### config.mk
export PLATFORM = sky130hd
export DESIGN_NAME = twac_top
export DESIGN_NICKNAME = d
export VERILOG_FILES = /design/src/shared/twac_pkg.sv /design/src/design/twac_top.sv
export SDC_FILE = /design/constraint.sdc
export NUM_CORES = 1
export LEC_CHECK = 0
export BUFFER_PORTS_ARGS = -buffer_cell sky130_fd_sc_hd__buf_2
export CELL_PAD_IN_SITES_DETAIL_PLACEMENT = 1
export CELL_PAD_IN_SITES_GLOBAL_PLACEMENT = 1
export CORE_AREA = 10 10 172 174
export DETAILED_ROUTE_END_ITERATION = 6
export DIE_AREA = 0 0 182 184
export GPL_TIMING_DRIVEN = 1
export PLACE_DENSITY = 0.95
export SETUP_SLACK_MARGIN = 0.4
export SLEW_MARGIN = 20
export SYNTH_ARGS = -nofsm -noshare
export SYNTH_HDL_FRONTEND = slang
export SYNTH_SLANG_ARGS = --single-unit
### constraint.sdc
create_clock -name sys_clk_in -period 5.45 [get_ports sys_clk_in]
set_input_delay 0.545 -clock sys_clk_in [delete_from_list [all_inputs] [get_ports sys_clk_in]]
set_output_delay 0.545 -clock sys_clk_in [all_outputs]
set_load 0.02 [all_outputs]
### src/shared/twac_pkg.sv
// constants and types shared by the tooth wheel angle tick counter
package twac_pkg;

	// ****************************************
	// register offsets
	// ****************************************
	localparam logic [7:0] OFS_TPR = 8'h00;
	localparam logic [7:0] OFS_TRR = 8'h04;
	localparam logic [7:0] OFS_TBDIV = 8'h08;
	localparam logic [7:0] OFS_CMP = 8'h0c;
	localparam logic [7:0] OFS_ANGLE = 8'h10;
	localparam logic [7:0] OFS_TBASE = 8'h14;
	localparam logic [7:0] OFS_STATUS = 8'h18;

	// ****************************************
	// field layout
	// ****************************************
	localparam int ANG_W = 24;
	localparam int TICKS_LSB = 0;
	localparam int TICKS_W = 10;
	localparam int MISS_LSB = 10;
	localparam int MISS_W = 4;
	localparam int LAST_BIT = 16;
	localparam int INSERT_BIT = 17;
	localparam int HOLD_BIT = 18;
	localparam int TRR_FRAC_W = 9;
	localparam int TRR_INT_W = 15;
	localparam int TRR_W = 24;
	localparam int TBDIV_W = 8;
	localparam int RATE_W = 16;
	localparam int ST_MODE_LSB = 0;
	localparam int ST_PEND_BIT = 4;
	localparam int ST_HIT_BIT = 5;

	// ****************************************
	// reset values
	// ****************************************
	localparam logic [9:0] TICKS_RST = 10'h063;
	localparam logic [3:0] MISS_RST = 4'h0;
	localparam logic [23:0] TRR_RST = 24'h000200;
	localparam logic [7:0] TBDIV_RST = 8'h02;
	localparam logic [23:0] CMP_RST = 24'h000000;
	localparam logic [15:0] RATE_TARGET_RST = 16'h0001;

	// ****************************************
	// timing
	// ****************************************
	localparam logic [2:0] HR_LAST = 3'h7;
	localparam logic [15:0] INT_ZERO_PERIOD = 16'h8000;
	localparam logic [23:0] HALF_RANGE = 24'h7fffff;

	typedef enum logic [3:0] {
		ST_NORMAL = 4'b0001,
		ST_HIGH = 4'b0010,
		ST_HALT = 4'b0100,
		ST_HOLD = 4'b1000
	} twac_state_t;

endpackage : twac_pkg

### src/design/twac_top.sv
// tooth wheel angle tick counter with register port
// ****************************************
// ****************************************
//
// Decided for this implementation: the register offsets and strobed register access.
module twac_top (
	input wire logic sys_clk_in,
	input wire logic srst_in,
	input wire logic [7:0] addr_in,
	input wire logic [31:0] wr_data_in,
	input wire logic wr_en_in,
	input wire logic rd_en_in,
	input wire logic tooth_in,
	output logic [31:0] rd_data_out,
	output logic [23:0] angle_out,
	output logic compare_hit_out,
	output logic [3:0] mode_out
);

	// ****************************************
	// tooth input synchroniser
	// ****************************************
	logic [2:0] tooth_sync;
	logic tooth_level;
	logic tooth_pulse;
	logic [2:0] next_tooth_sync;
	logic next_tooth_level;
	logic next_tooth_pulse;
	logic tooth_agree;

	always_comb begin
		next_tooth_sync = {tooth_sync[1:0], tooth_in};
		tooth_agree = (tooth_sync[1] == tooth_sync[2]);
		next_tooth_level = tooth_agree ? tooth_sync[2] : tooth_level;
		// rising edge once both late stages agree
		next_tooth_pulse = tooth_agree && tooth_sync[2] && !tooth_level;
	end

	always_ff @(posedge sys_clk_in) begin
		if (srst_in) begin
			tooth_sync <= 3'h0;
			tooth_level <= 1'b0;
			tooth_pulse <= 1'b0;
		end else begin
			tooth_sync <= next_tooth_sync;
			tooth_level <= next_tooth_level;
			tooth_pulse <= next_tooth_pulse;
		end
	end

	// ****************************************
	// time base counter
	// ****************************************
	logic [7:0] tbdiv;
	logic [7:0] tb_div_cnt;
	logic [23:0] time_base_counter;
	logic tb_tick;
	logic [7:0] next_tb_div_cnt;
	logic [23:0] next_time_base_counter;
	logic next_tb_tick;

	always_comb begin
		next_tb_div_cnt = tb_div_cnt + 8'h01;
		next_time_base_counter = time_base_counter;
		next_tb_tick = 1'b0;
		if (tb_div_cnt + 8'h01 >= tbdiv) begin
			next_tb_div_cnt = 8'h00;
			next_tb_tick = 1'b1;
			next_time_base_counter = time_base_counter + 24'h000001;
		end
	end

	always_ff @(posedge sys_clk_in) begin
		if (srst_in) begin
			tb_div_cnt <= 8'h00;
			time_base_counter <= 24'h000000;
			tb_tick <= 1'b0;
		end else begin
			tb_div_cnt <= next_tb_div_cnt;
			time_base_counter <= next_time_base_counter;
			tb_tick <= next_tb_tick;
		end
	end

	// ****************************************
	// angle core and registers
	// ****************************************
	twac_pkg::twac_state_t state;
	twac_pkg::twac_state_t next_state;
	logic [23:0] angle_counter;
	logic [9:0] tick_cnt;
	logic [15:0] rate_cnt;
	logic [15:0] rate_target;
	logic [8:0] frac_acc;
	logic [2:0] hr_cnt;
	logic last_latched;
	logic [9:0] ticks;
	logic [3:0] missing_tooth_count;
	logic last;
	logic hold;
	logic [23:0] tick_rate_value;
	logic [23:0] cmp;
	logic [9:0] sh_ticks;
	logic [3:0] sh_miss;
	logic sh_last;
	logic buf_pending;
	logic cmp_hit;
	logic [31:0] rd_data;
	logic [23:0] next_angle_counter;
	logic [9:0] next_tick_cnt;
	logic [15:0] next_rate_cnt;
	logic [15:0] next_rate_target;
	logic [8:0] next_frac_acc;
	logic [2:0] next_hr_cnt;
	logic next_last_latched;
	logic [9:0] next_ticks;
	logic [3:0] next_missing_tooth_count;
	logic next_last;
	logic next_hold;
	logic [23:0] next_tick_rate_value;
	logic [23:0] next_cmp;
	logic [7:0] next_tbdiv;
	logic [9:0] next_sh_ticks;
	logic [3:0] next_sh_miss;
	logic next_sh_last;
	logic next_buf_pending;
	logic next_cmp_hit;
	logic [31:0] next_rd_data;
	logic insert_ev;
	logic rate_expire;
	logic apply_buf;
	logic [9:0] frac_sum;
	logic [15:0] int_period;
	logic [23:0] cmp_diff;

	always_comb begin
		next_state = state;
		next_angle_counter = angle_counter;
		next_tick_cnt = tick_cnt;
		next_rate_cnt = rate_cnt;
		next_rate_target = rate_target;
		next_frac_acc = frac_acc;
		next_hr_cnt = hr_cnt;
		next_last_latched = last_latched;
		next_ticks = ticks;
		next_missing_tooth_count = missing_tooth_count;
		next_last = last;
		next_hold = hold;
		next_tick_rate_value = tick_rate_value;
		next_cmp = cmp;
		next_tbdiv = tbdiv;
		next_sh_ticks = sh_ticks;
		next_sh_miss = sh_miss;
		next_sh_last = sh_last;
		next_buf_pending = buf_pending;
		next_rd_data = 32'h00000000;
		apply_buf = 1'b0;
		insert_ev = wr_en_in && (addr_in == twac_pkg::OFS_TPR)
			&& wr_data_in[twac_pkg::INSERT_BIT];
		rate_expire = tb_tick && (rate_cnt + 16'h0001 == rate_target);
		frac_sum = {1'b0, frac_acc}
			+ {1'b0, tick_rate_value[twac_pkg::TRR_FRAC_W-1:0]};
		int_period = {1'b0, tick_rate_value[twac_pkg::TRR_W-1:
			twac_pkg::TRR_FRAC_W]};
		if (int_period == 16'h0000) begin
			int_period = twac_pkg::INT_ZERO_PERIOD;
		end

		unique case (state)
			twac_pkg::ST_NORMAL: begin
				if (hold) begin
					next_state = twac_pkg::ST_HOLD;
				end else if (tooth_pulse || insert_ev) begin
					if (tick_cnt >= ticks) begin
						// tooth in the closing period
						next_angle_counter = last ? 24'h000000
							: angle_counter + 24'h000001;
						next_last = 1'b0;
						next_tick_cnt = 10'h000;
						next_rate_cnt = 16'h0000;
					end else begin
						// early tooth or insert
						next_state = twac_pkg::ST_HIGH;
						next_last_latched = last;
						next_hr_cnt = 3'h0;
					end
				end else if (tb_tick) begin
					next_rate_cnt = rate_cnt + 16'h0001;
					if (rate_expire) begin
						// fraction accumulation
						next_rate_cnt = 16'h0000;
						next_frac_acc = frac_sum[8:0];
						next_rate_target = int_period
							+ {15'h0000, frac_sum[9]};
						if (tick_cnt < ticks) begin
							// live tick count
							next_angle_counter = angle_counter
								+ 24'h000001;
							next_tick_cnt = tick_cnt + 10'h001;
						end else if (missing_tooth_count != 4'h0) begin
							// inserted tooth
							next_missing_tooth_count =
								missing_tooth_count - 4'h1;
							next_angle_counter = angle_counter
								+ 24'h000001;
							next_tick_cnt = 10'h000;
						end else begin
							// one period after last tick
							next_state = twac_pkg::ST_HALT;
						end
					end
				end
			end
			twac_pkg::ST_HIGH: begin
				// insert is ignored here
				if (hold) begin
					next_state = twac_pkg::ST_HOLD;
					// leaving high rate releases held fields
					apply_buf = 1'b1;
				end else begin
					next_hr_cnt = hr_cnt + 3'h1;
					if (hr_cnt == twac_pkg::HR_LAST) begin
						if (tick_cnt < ticks) begin
							next_angle_counter = angle_counter
								+ 24'h000001;
							next_tick_cnt = tick_cnt + 10'h001;
						end else begin
							// deferred flagged reset
							next_angle_counter = last_latched
								? 24'h000000 : angle_counter + 24'h000001;
							if (last_latched) begin
								next_last = 1'b0;
							end
							next_tick_cnt = 10'h000;
							next_rate_cnt = 16'h0000;
							next_state = twac_pkg::ST_NORMAL;
							apply_buf = 1'b1;
						end
					end
				end
			end
			twac_pkg::ST_HALT: begin
				if (hold) begin
					next_state = twac_pkg::ST_HOLD;
				end else if (tooth_pulse || insert_ev) begin
					// tooth counted at once
					next_angle_counter = last ? 24'h000000
						: angle_counter + 24'h000001;
					next_last = 1'b0;
					next_tick_cnt = 10'h000;
					next_rate_cnt = 16'h0000;
					next_state = twac_pkg::ST_NORMAL;
				end
			end
			twac_pkg::ST_HOLD: begin
				if (tooth_pulse) begin
					// resume from frozen angle
					next_hold = 1'b0;
					next_tick_cnt = 10'h000;
					next_rate_cnt = 16'h0000;
					next_state = twac_pkg::ST_NORMAL;
				end else if (!hold) begin
					next_state = twac_pkg::ST_NORMAL;
				end
			end
			default: begin
				next_state = twac_pkg::ST_HALT;
			end
		endcase

		// register writes win over hardware updates
		if (wr_en_in) begin
			case (addr_in)
				twac_pkg::OFS_TPR: begin
					next_hold = wr_data_in[twac_pkg::HOLD_BIT];
					if (state == twac_pkg::ST_HIGH) begin
						// fields held back
						next_sh_ticks = wr_data_in[9:0];
						next_sh_miss = wr_data_in[13:10];
						next_sh_last = wr_data_in[twac_pkg::LAST_BIT];
						next_buf_pending = 1'b1;
					end else begin
						next_ticks = wr_data_in[9:0];
						next_missing_tooth_count = wr_data_in[13:10];
						next_last = wr_data_in[twac_pkg::LAST_BIT];
					end
				end
				twac_pkg::OFS_TRR: begin
					next_tick_rate_value = wr_data_in[23:0];
				end
				twac_pkg::OFS_TBDIV: begin
					next_tbdiv = wr_data_in[7:0];
				end
				twac_pkg::OFS_CMP: begin
					next_cmp = wr_data_in[23:0];
				end
				default: begin
				end
			endcase
		end
		if (apply_buf && next_buf_pending) begin
			// release on high rate exit
			next_ticks = next_sh_ticks;
			next_missing_tooth_count = next_sh_miss;
			next_last = next_sh_last;
			next_buf_pending = 1'b0;
		end

		// wrap-aware greater-or-equal compare
		cmp_diff = angle_counter - cmp;
		next_cmp_hit = (cmp_diff <= twac_pkg::HALF_RANGE);

		if (rd_en_in) begin
			case (addr_in)
				twac_pkg::OFS_TPR: begin
					next_rd_data = {13'h0000, hold, 1'b0, last, 2'h0,
						missing_tooth_count, ticks};
				end
				twac_pkg::OFS_TRR: begin
					next_rd_data = {8'h00, tick_rate_value};
				end
				twac_pkg::OFS_TBDIV: begin
					next_rd_data = {24'h000000, tbdiv};
				end
				twac_pkg::OFS_CMP: begin
					next_rd_data = {8'h00, cmp};
				end
				twac_pkg::OFS_ANGLE: begin
					next_rd_data = {8'h00, angle_counter};
				end
				twac_pkg::OFS_TBASE: begin
					next_rd_data = {8'h00, time_base_counter};
				end
				twac_pkg::OFS_STATUS: begin
					next_rd_data = {26'h0000000, cmp_hit, buf_pending,
						state};
				end
				default: begin
					next_rd_data = 32'h00000000;
				end
			endcase
		end
	end

	always_ff @(posedge sys_clk_in) begin
		if (srst_in) begin
			state <= twac_pkg::ST_HALT;
			angle_counter <= 24'h000000;
			tick_cnt <= 10'h000;
			rate_cnt <= 16'h0000;
			rate_target <= twac_pkg::RATE_TARGET_RST;
			frac_acc <= 9'h000;
			hr_cnt <= 3'h0;
			last_latched <= 1'b0;
			ticks <= twac_pkg::TICKS_RST;
			missing_tooth_count <= twac_pkg::MISS_RST;
			last <= 1'b0;
			hold <= 1'b0;
			tick_rate_value <= twac_pkg::TRR_RST;
			cmp <= twac_pkg::CMP_RST;
			tbdiv <= twac_pkg::TBDIV_RST;
			sh_ticks <= twac_pkg::TICKS_RST;
			sh_miss <= twac_pkg::MISS_RST;
			sh_last <= 1'b0;
			buf_pending <= 1'b0;
			cmp_hit <= 1'b0;
			rd_data <= 32'h00000000;
		end else begin
			state <= next_state;
			angle_counter <= next_angle_counter;
			tick_cnt <= next_tick_cnt;
			rate_cnt <= next_rate_cnt;
			rate_target <= next_rate_target;
			frac_acc <= next_frac_acc;
			hr_cnt <= next_hr_cnt;
			last_latched <= next_last_latched;
			ticks <= next_ticks;
			missing_tooth_count <= next_missing_tooth_count;
			last <= next_last;
			hold <= next_hold;
			tick_rate_value <= next_tick_rate_value;
			cmp <= next_cmp;
			tbdiv <= next_tbdiv;
			sh_ticks <= next_sh_ticks;
			sh_miss <= next_sh_miss;
			sh_last <= next_sh_last;
			buf_pending <= next_buf_pending;
			cmp_hit <= next_cmp_hit;
			rd_data <= next_rd_data;
		end
	end

	// ****************************************
	// outputs
	// ****************************************
	assign rd_data_out = rd_data;
	assign angle_out = angle_counter;
	assign compare_hit_out = cmp_hit;
	assign mode_out = state;

endmodule : twac_top

; Word level (Yosys, flattened, before mapping)
; Cells that the tools add are included.
[op_classes]
addsub = 10
order_cmp = 4
bitwise = 4
muxes = 113
n_eq_ne = 36
reduce_logical = 30
[op_table]
columns = operator, count
row1 = $mux W24, 14
row2 = $mux W10, 20
row3 = $mux W16, 12
row4 = $pmux W24 S7, 1
row5 = $mux W4, 28
row6 = $pmux W24 S3, 1
row7 = $pmux W16 S4, 1
row8 = $add A24 B1 Y24 const B, 2
row9 = $pmux W10 S4, 1
row10 = $mux W1, 28
row11 = $eq A8 B5 Y1 const B, 3
row12 = $le A24 B23 Y1 const B, 1
row13 = $ne A4 B4 Y1 const B, 6
row14 = $sub A24 B24 Y24, 1
row15 = $ne A3 B3 Y1 const B, 7
row16 = $reduce_and A10 Y1, 2
row17 = $ne A2 B2 Y1 const B, 9
row18 = $add A16 B1 Y16, 1
row19 = $add A16 B1 Y16 const B, 1
row20 = $eq A16 B16 Y1, 1
row21 = $eq A8 B4 Y1 const B, 2
row22 = $pmux W4 S4, 1
row23 = $logic_not A15 Y1, 1
row24 = $mux W3, 4
row25 = 33 further kinds, 49
[totals]
out_inout_bits = 61
regBits = 242
input_bits = 45
word_cells = 224

; Depth between registers and ports, before layout
; Gate-level depths: netlist of the first run.
[depth]
word_depth = 12
ltp_mapped = 19
ltp_nobuf = 19

; Worst setup path after synthesis of the first run
; OpenSTA, ideal clock, no wires.
[synth_timing]
path_kind = reg-to-reg
startpoint = reg frac_acc[1]
endpoint = reg rate_target[12]
path_stages_with_launch = 20
setup_time_ns = 0.128
t_arrival_ns = 3.233
path_buffers = 0
slack_ns = 2.090
required_ns = 5.322
period_less_slack_ns = 3.360
cell_sequence = dfxtp_1 > ha_1 > a21o_1 > a21o_1 > a21o_1 > a21oi_1 > o21ai_0 > a21o_1 > a21o_1 > ha_1 > ha_1 > nand3_1 > nor2_1 > and3_1 > and3_1 > and3_1 > xnor2_1 > nor2_1 > a21oi_1 > nor2_1
[synth_between]
elab_chain_cells = 2
[synth_rtl]
columns = item, line
row1 = "start, declared", twac_top.sv:94  ; logic [8:0] frac_acc;
row2 = "start signal, assigned", twac_top.sv:374  ; frac_acc <= next_frac_acc;
row3 = $add A9 B9 Y10, twac_top.sv:162  ; + {1'b0, tick_rate_value[twac_pkg::TRR_FRAC_W-1:0]};
row4 = $add A16 B1 Y16, twac_top.sv:194  ; + {15'h0000, frac_sum[9]};
row5 = "end signal, assigned", twac_top.sv:351  ; rate_target <= twac_pkg::RATE_TARGET_RST;
row6 = "end signal, assigned", twac_top.sv:373  ; rate_target <= next_rate_target;
row7 = "end, declared", twac_top.sv:93  ; logic [15:0] rate_target;
; Every way passes these cells.
; A chain may end at the register's enable or synchronous reset.

; Worst setup path after layout of the first run
[layout_timing]
startpoint = reg rate_cnt[0]
endpoint = reg angle_counter[22], in the netlist angle_out[22]
[layout_between]
elab_chain_cells = 5
[layout_rtl]
columns = item, line
row1 = "start, declared", twac_top.sv:92  ; logic [15:0] rate_cnt;
row2 = "start signal, assigned", twac_top.sv:372  ; rate_cnt <= next_rate_cnt;
row3 = $add A16 B1 Y16, twac_top.sv:160  ; rate_expire = tb_tick && (rate_cnt + 16'h0001 == rate_target);
row4 = $eq A16 B16 Y1, twac_top.sv:160
row5 = $logic_and A1 B1 Y1, twac_top.sv:160
row6 = $ne A3 B3 Y1 (no line), --
row7 = $reduce_and A10 Y1 (no line), --
row8 = "end signal, assigned", twac_top.sv:370  ; angle_counter <= next_angle_counter;
row9 = "end, declared", twac_top.sv:90  ; logic [23:0] angle_counter;
; Every way passes these cells.

==> results.md, run 1 <==
- Outcome: finished, violations left
- Violated checks: DRC
- TritonCTS sink count: 234
- Sequential Area: 4680 sq um
- Post-route DRC: 15
- Crit path max-delay cell type: or4_1
- DR vias/cell: 6.55
- CP max stage delay: 0.61 ns
- Yosys Warn Count: 0
- Placement Rows: 59
- Diodes inserted: 0
- Max cap viols: 0
- Area leader, netlist: dfxtp_1
- Routability cong.: 0.902
- Net Sw Frac: 30.9%
- Mapped Cells: 1,554
- P_sw: 1400 uW
- Initial Util: 48.5%
- Peak VDD IR: 0.000318 V
- Post-cts sizing count: 0
- Post-CTS Hold Buffers: 0
- Mapped Area: 12,600 sq um
- Worst Slack Setup Final: 1.31 ns
- Root Driver: clkbuf_16
- Endpoints failing setup: 0
- CP Data Required Time: 5.89 ns
- Pwr dens: 321 nW/um^2
- Drt pass-1 iters: 7
- Sequential share of the synthesized area: 37.2%
- Num CTS Buffers: 26
- Setup TNS: 0 ns
- Syn Area/Cell: 8.09 sq um
- Worst Path Max Fanout: 18
- # IOs: 106
- HP Class: in -> reg
- Area grow syn2layout: 11.9%
- Crit path cell chain: ha_1, nand3_4, or3_1, o41a_1, a211oi_2, nand4_4, a21o_1, or4_1, a21oi_1
- Final Power: 4520 uW
- Fin util: 54.3%
- Max_slew headroom: 26.1%
- Worst slew pin tran: 1.10 ns
- First-pass GRT wire length: 73.4 mm
- Placed insts: 1,897
- Post-Place Worst Slack: 1.35 ns
- Initial antenna violation count: 1
- Fin crit share: 76.0%
- Period minus WS final: 4.14 ns
- Final Net Count: 1,698
- Synth top area share: 37.2%
- Fillers: 3,135
- Post-synth ARST share: 0%
- Clock power share: 42.1%
- Bufs on Longest Clock Path: 3
- Reg clk slew, reported paths: 0.06 ns
- Area of the multi-input gates: 7280 sq um
- Worst path arrival time: 4.59 ns
- Endpoint type of the worst setup path: flop
- Die Ht: 184 microns
- Post-route ant nets: 0
- CTS tree: built
- Fin. Hold Viols: 0
- Worst setup SP type: flop
- Final Slew Violations: 0
- Vias in the first global route: 13,422
- Pleak: 0.00532 uW
- Via count: 12,734
- Top-count cell post-synth: dfxtp_1
- RSZ-0062 raised after global routing: false
- Global Route Usage Sum: 26.6%
- DIE WIDTH: 182 microns
- Internal power: 3120 uW
- Insertion delay to the later sink of the worst-skew pair: 0.54 ns
- Synth cell count leaders: 234 x dfxtp_1, 230 x nand2_1, 154 x a21oi_1
- Die area: 33,500 sq um
- Reg power frac: 40.2%
- Post-synth cell types: 76
- Layout cells sized above 1: 10.9%
- Largest net degree at the start of global routing: 94
- Core area: 25,900 sq um
- CP bufs+invs: 0
- Hold path start: tooth_in
- Detailed Place HPWL: 30.5 mm
- DR WL/cell: 23.9 microns
- Post-Route WL: 46.4 mm
- Seq cells post-synth: 234
- CP startpoint: rate_cnt[0]$_SDFFE_PP0P_
- Iteration-0 DRC Markers: 1,589
- Max H-tree Level: 1
- Cell Count, Final, Fillers Out: 1,945
- Crit path max-delay family: simple AND/OR/NAND/NOR gates
- Number of flops mapped to enable cells by yosys: 0
- Comb power frac: 17.7%
- Launch point of the worst reg-to-reg path: rate_cnt[0]$_SDFFE_PP0P_
- Final Skew: 0.0161 ns
- PortBufs: 89
- Setup Crit Path Kind: reg -> reg
- Total gr overflow: 0
- Largest cells by area after synthesis: dfxtp_1 37%, nand2_1 6.9%, a21oi_1 6.1%, ha_1 6.1%, nor2_1 4.0%
- Setup bufs post-CTS: 0
- Fmax: 241 MHz
- Post-synth top flop: dfxtp_1
-- worst register-to-register path, stage by stage, from the launching register on --
cell	delay, ns
dfxtp_1	0.46
ha_1	0.41
nand3_4	0.19
or3_1	0.44
o41a_1	0.37
a211oi_2	0.31
nand4_4	0.48
a21o_1	0.57
or4_1	0.61
a21oi_1	0.20
-- final timing paths --
check	to	slack, ns	cells past startpoint
hold / removal	tooth_sync[0]$_SDFF_PP0_	0.23	2
hold reg to reg	tooth_sync[1]$_SDFF_PP0_	0.45	1
setup reg to reg	angle_out[22]$_SDFFE_PP0P_	1.31	9
setup / recovery	angle_out[22]$_SDFFE_PP0P_	1.31	9
-- area by class of cell --
type / instances / share of cell area, %
Clock inverter: 10 / 0.924
Multi-Input combinational cell: 1163 / 51.7
Tap cell: 335 / 2.98
Sequential cell: 234 / 33.3
Timing Repair Buffer: 101 / 3.85
Clock buffer: 37 / 5.56
Inverter: 65 / 1.73
-- layout by cell type, fill, tap and decap left out, drive strengths merged, types with 4 or more instances in the layout --
| cell type | instances |
|---|---|
| dfxtp | 234 |
| nand2 | 230 |
| a21oi | 155 |
| nor2 | 133 |
| buf | 101 |
| inv | 64 |
| ha | 61 |
| o21ai | 57 |
| xnor2 | 40 |
| nand3 | 40 |
| xor2 | 38 |
| mux2i | 37 |
| clkbuf | 37 |
| nand4 | 34 |
| and3 | 31 |
| a22oi | 26 |
| a21o | 24 |
| nor2b | 24 |
| nor3 | 21 |
| and2 | 18 |
| or3 | 17 |
| a222oi | 16 |
| a311oi | 16 |
| a211oi | 12 |
| a2111oi | 9 |
| and4 | 8 |
| a31oi | 8 |
| o31ai | 8 |
| conb | 8 |
| nor4 | 8 |
| nand2b | 6 |
| nand3b | 6 |
| a22o | 6 |
| or4 | 6 |
| clkinv | 6 |
| o21a | 5 |
| o211ai | 5 |
| nor4b | 4 |
| o221ai | 4 |
| nor3b | 4 |
-- layer usage --
layer  routed length (microns)  GRT usage, %
met1                     17700          30.9
met2                     22900          47.4
met3                      3500          3.84
met4                      2350          12.0
met5                        19             0
-- power groups by stage --
stage          Sequential (uW)  Clock (uW)  Combinational (uW)
2_1_floorplan             1830           0                 540
3_3_place_gp              1840           0                 722
3_5_place_dp              1850           0                 755
4_1_cts                   1810        1900                 779
5_1_grt                   1820        1970                 860
6_report                  1820        1900                 799
-- state kept, by name (all words and copies together), names as in the netlist, 3 cells and up --
name and cells:
sh_ticks 10, rd_data_out 24, tick_cnt 10, cmp 24
angle_out 24, sh_miss 4, tb_div_cnt 8, tooth_sync 3
time_base_counter 24, rate_cnt 16, missing_tooth_count 4, ticks 10
rate_target 16, tbdiv 8, tick_rate_value 24, mode_out 4
frac_acc 9, hr_cnt 3
-- cells by family after synthesis --
kind of cell | count (synthesis) | synth area share (%)
xor gates and xnor gates | 78 | 5.43
and+or+nand+nor | 600 | 23.0
adders and majority gates | 62 | 6.23
buffers and inverters | 164 | 5.35
other | 1 | 0.0298
AOI/OAI and AO/OA | 376 | 19.6
muxes | 39 | 3.12
DFF | 234 | 37.2
-- metrics by stage --
stage                     area (sq um)  hold slack [ns]
after floorplan                  12600            0.398
after global placement           13100            0.406
after detailed placement         13100            0.433
after CTS                        14100            0.237
after global routing             14100            0.259
final                            14100            0.234
No activity file was read; power rests on OpenSTA's default activity.
==> inputs of run 2 (changes only) <==
Settings changed: ABC_AREA set to 1, CORE_AREA 10 10 172 174 to 10 10 194 196, DIE_AREA 0 0 182 184 to 0 0 204 206, PLACE_DENSITY 0.95 to 0.88.
Clock period 5.45 ns to 3.4 ns, I/O delays scaled along.
==> run 2 against run 1 <==
  * The run ends with setup timing left
  * Sequential power rose by 71%
  * First-iteration DRC count is 26% lower
  * Synthesized cell count grew 26%
  * Sequential cell count stayed put
  * Via count increased by 16%
  * Clock skew grew 0.031 ns
  * Largest power group unchanged
==> results.md, run 2 <==
- Outcome: finished, violations left
- Violated checks: setup timing
- Worst slew pin tran: 1.10 ns
- Max H-tree Level: 1
- Bufs on Longest Clock Path: 3
- Via count: 14,754
- Placement Rows: 68
- Seq cells post-synth: 234
- Reg clk slew, reported paths: 0.06 ns
- DIE WIDTH: 204 microns
- Endpoints failing setup: 1
- Crit path max-delay family: simple AND/OR/NAND/NOR gates
- Detailed Place HPWL: 38.1 mm
- Largest cells by area after synthesis: dfxtp_1 35%, nand2_1 11%, a21oi_1 8.0%, inv_1 7.3%, ha_1 5.7%
- Worst path arrival time: 3.89 ns
- Max_slew headroom: 26.6%
- CTS tree: built
- Endpoint type of the worst setup path: flop
- Placed insts: 2,478
- CP max stage delay: 0.34 ns
- Area leader, netlist: dfxtp_1
- Post-route DRC: 0
- DR WL/cell: 21.2 microns
- Fmax: 293 MHz
- Sequential share of the synthesized area: 35.1%
- HP Class: in -> reg
- Synth cell count leaders: 377 x nand2_1, 261 x inv_1, 234 x dfxtp_1
- Mapped Area: 13,300 sq um
- Initial Util: 39.3%
- TritonCTS sink count: 234
- DR vias/cell: 5.76
- Routability cong.: 0.943
- Root Driver: clkbuf_16
- Fin crit share: 100%
- Period minus WS final: 3.41 ns
- # IOs: 106
- PortBufs: 89
- Fin. Hold Viols: 0
- Final Net Count: 2,190
- Num CTS Buffers: 28
- Largest net degree at the start of global routing: 86
- CP bufs+invs: 1
- Die Ht: 206 microns
- Total gr overflow: 0
- Post-synth cell types: 49
- First-pass GRT wire length: 82.4 mm
- Core area: 33,900 sq um
- Worst Path Max Fanout: 3
- Diodes inserted: 0
- Most common cell after layout, fill and taps aside: nand2_1
- Final Slew Violations: 0
- Most frequent cells in the layout: 370 x nand2_1, 255 x inv_1, 227 x dfxtp_1
- Fin util: 46.9%
- Layout cells sized above 1: 14.8%
- Post-Route WL: 54.3 mm
- Yosys Warn Count: 0
- Iteration-0 DRC Markers: 1,175
- Post-synth ARST share: 0%
- Initial antenna violation count: 2
- Top-count cell post-synth: nand2_1
- Pwr dens: 538 nW/um^2
- Setup Crit Path Kind: reg -> reg
- Worst Slack Setup Final: -0.00905 ns
- Cell Count, Final, Fillers Out: 2,560
- Syn Area/Cell: 6.81 sq um
- Synth top area share: 35.1%
- Die area: 42,000 sq um
- RSZ-0062 raised after global routing: true
- Post-route ant nets: 0
- Peak VDD IR: 0.000446 V
- Number of flops mapped to enable cells by yosys: 0
- Crit path cell chain: ha_4, a21oi_2, nand2_2, a21o_1, a21oi_2, o21ai_1, nand2_1, nand2_2, a21oi_2, o21bai_2, ha_2, ha_4, nand3_4, nor2_4, nand2_2, nor3_4, nand3_2, nor3_4, buf_4, xor2_1, o21ai_1, a21oi_1
- Drt pass-1 iters: 5
- Vias in the first global route: 15,088
- Insertion delay to the later sink of the worst-skew pair: 0.59 ns
- Post-synth top flop: dfxtp_1
- Global Route Usage Sum: 24.4%
- Mapped Cells: 1,959
- Final Skew: 0.0470 ns
- Crit path max-delay cell type: dfxtp_2
- Worst setup SP type: flop
- CP Data Required Time: 3.88 ns
- Pleak: 0.00674 uW
- Max cap viols: 0
- Area grow syn2layout: 19.4%
run 2: cell types whose count changed in the layout (fill, tap and decap cells not counted), moves of 56 or more:
cell	delta
buf_4	+56
nand3_1	+77
nand2_1	+140
inv_1	+191
o21ai_0	+62
a21oi_1	+57
run 2: stage by stage:
step / hold slack (ns) / power [uW] / instance area [sq um] / setup slack [ns] / setup TNS [ns]
3_3_place_gp: 0.401 / 5060 / 14400 / 0.103 / 0
6_report: 0.0598 / 8560 / 15900 / -0.00905 / -0.00905
5_1_grt: 0.0836 / 8910 / 15900 / -0.165 / -0.564
2_1_floorplan: 0.388 / 4400 / 13400 / 0.425 / 0
3_5_place_dp: 0.414 / 5180 / 14400 / -0.0175 / -0.0175
4_1_cts: 0.0509 / 8410 / 15600 / 0.151 / 0
run 2: area by class of cell:
class / count / area [sq um]
Sequential cell: 234 / 4700
Clock inverter: 14 / 178
Timing Repair Buffer: 164 / 1060
Tap cell: 455 / 569
Inverter: 269 / 1020
Clock buffer: 38 / 818
Fill cell: 4402 / 18000
Multi-Input combinational cell: 1386 / 7590
run 2: what timing repair did:
| item | in CTS | in global routing |
|---|---|---|
| setup buffers | 8 | 17 |
| setup endpoints to repair | 32 | 97 |
| hold endpoints to repair | 1 | 0 |
| cloned | 1 | 3 |
| resized for setup | 30 | 45 |
| pin swaps | 19 | 25 |
| hold buffers | 1 | 0 |
run 2: worst reg2reg max path: cells and delay by family, from the launching register on:
family          cells  cell delay [ns]
compound gates      8             0.86
xor+xnor            1             0.16
fa+ha+maj           3             0.70
buf+inv             1             0.14
flops               1             0.34
simple gates        9             1.10
run 2: routing by layer:
metal | track usage, % | wire length [microns]
met2 | 42.6 | 26400
met1 | 28.0 | 21300
met3 | 3.51 | 3220
met5 | 0 | 13
met4 | 14.1 | 3380
run 2: logic make-up (layout without fill, tap and decap cells):
group / Yosys count / after routing / share of synthesized area [%]
AO/OA/AOI/OAI: 438 / 438 / 18.1
XOR/XNOR: 43 / 43 / 2.82
adder cells (fa/ha/maj): 62 / 62 / 5.87
buffers and inverters: 350 / 485 / 10.5
flip-flops: 234 / 234 / 35.1
multiplexers: 1 / 1 / 0.0750
other: 1 / 8 / 0.0281
AND/OR/NAND/NOR: 830 / 834 / 27.6
run 2: worst paths after layout:
| kind | slack, ns | start | endpoint | cells past startpoint |
|---|---|---|---|---|
| hold reg to reg | 0.41 | tooth_sync[0]$_SDFF_PP0_ | tooth_sync[1]$_SDFF_PP0_ | 2 |
| setup / recovery | -0.009 | frac_acc[2]$_SDFFE_PP0P_ | rate_target[12]$_SDFFE_PP0P_ | 22 |
| hold / removal | 0.06 | wr_data_in[3] | tbdiv[3]$_SDFFE_PP0P_ | 3 |
| setup reg to reg | -0.009 | frac_acc[2]$_SDFFE_PP0P_ | rate_target[12]$_SDFFE_PP0P_ | 22 |
run 2: where the power goes:
group	internal [uW]	switching, uW	total (uW)
clock	1920	1300	3210
combinational	648	1590	2240
sequential	2870	243	3120
total	5440	3130	8560
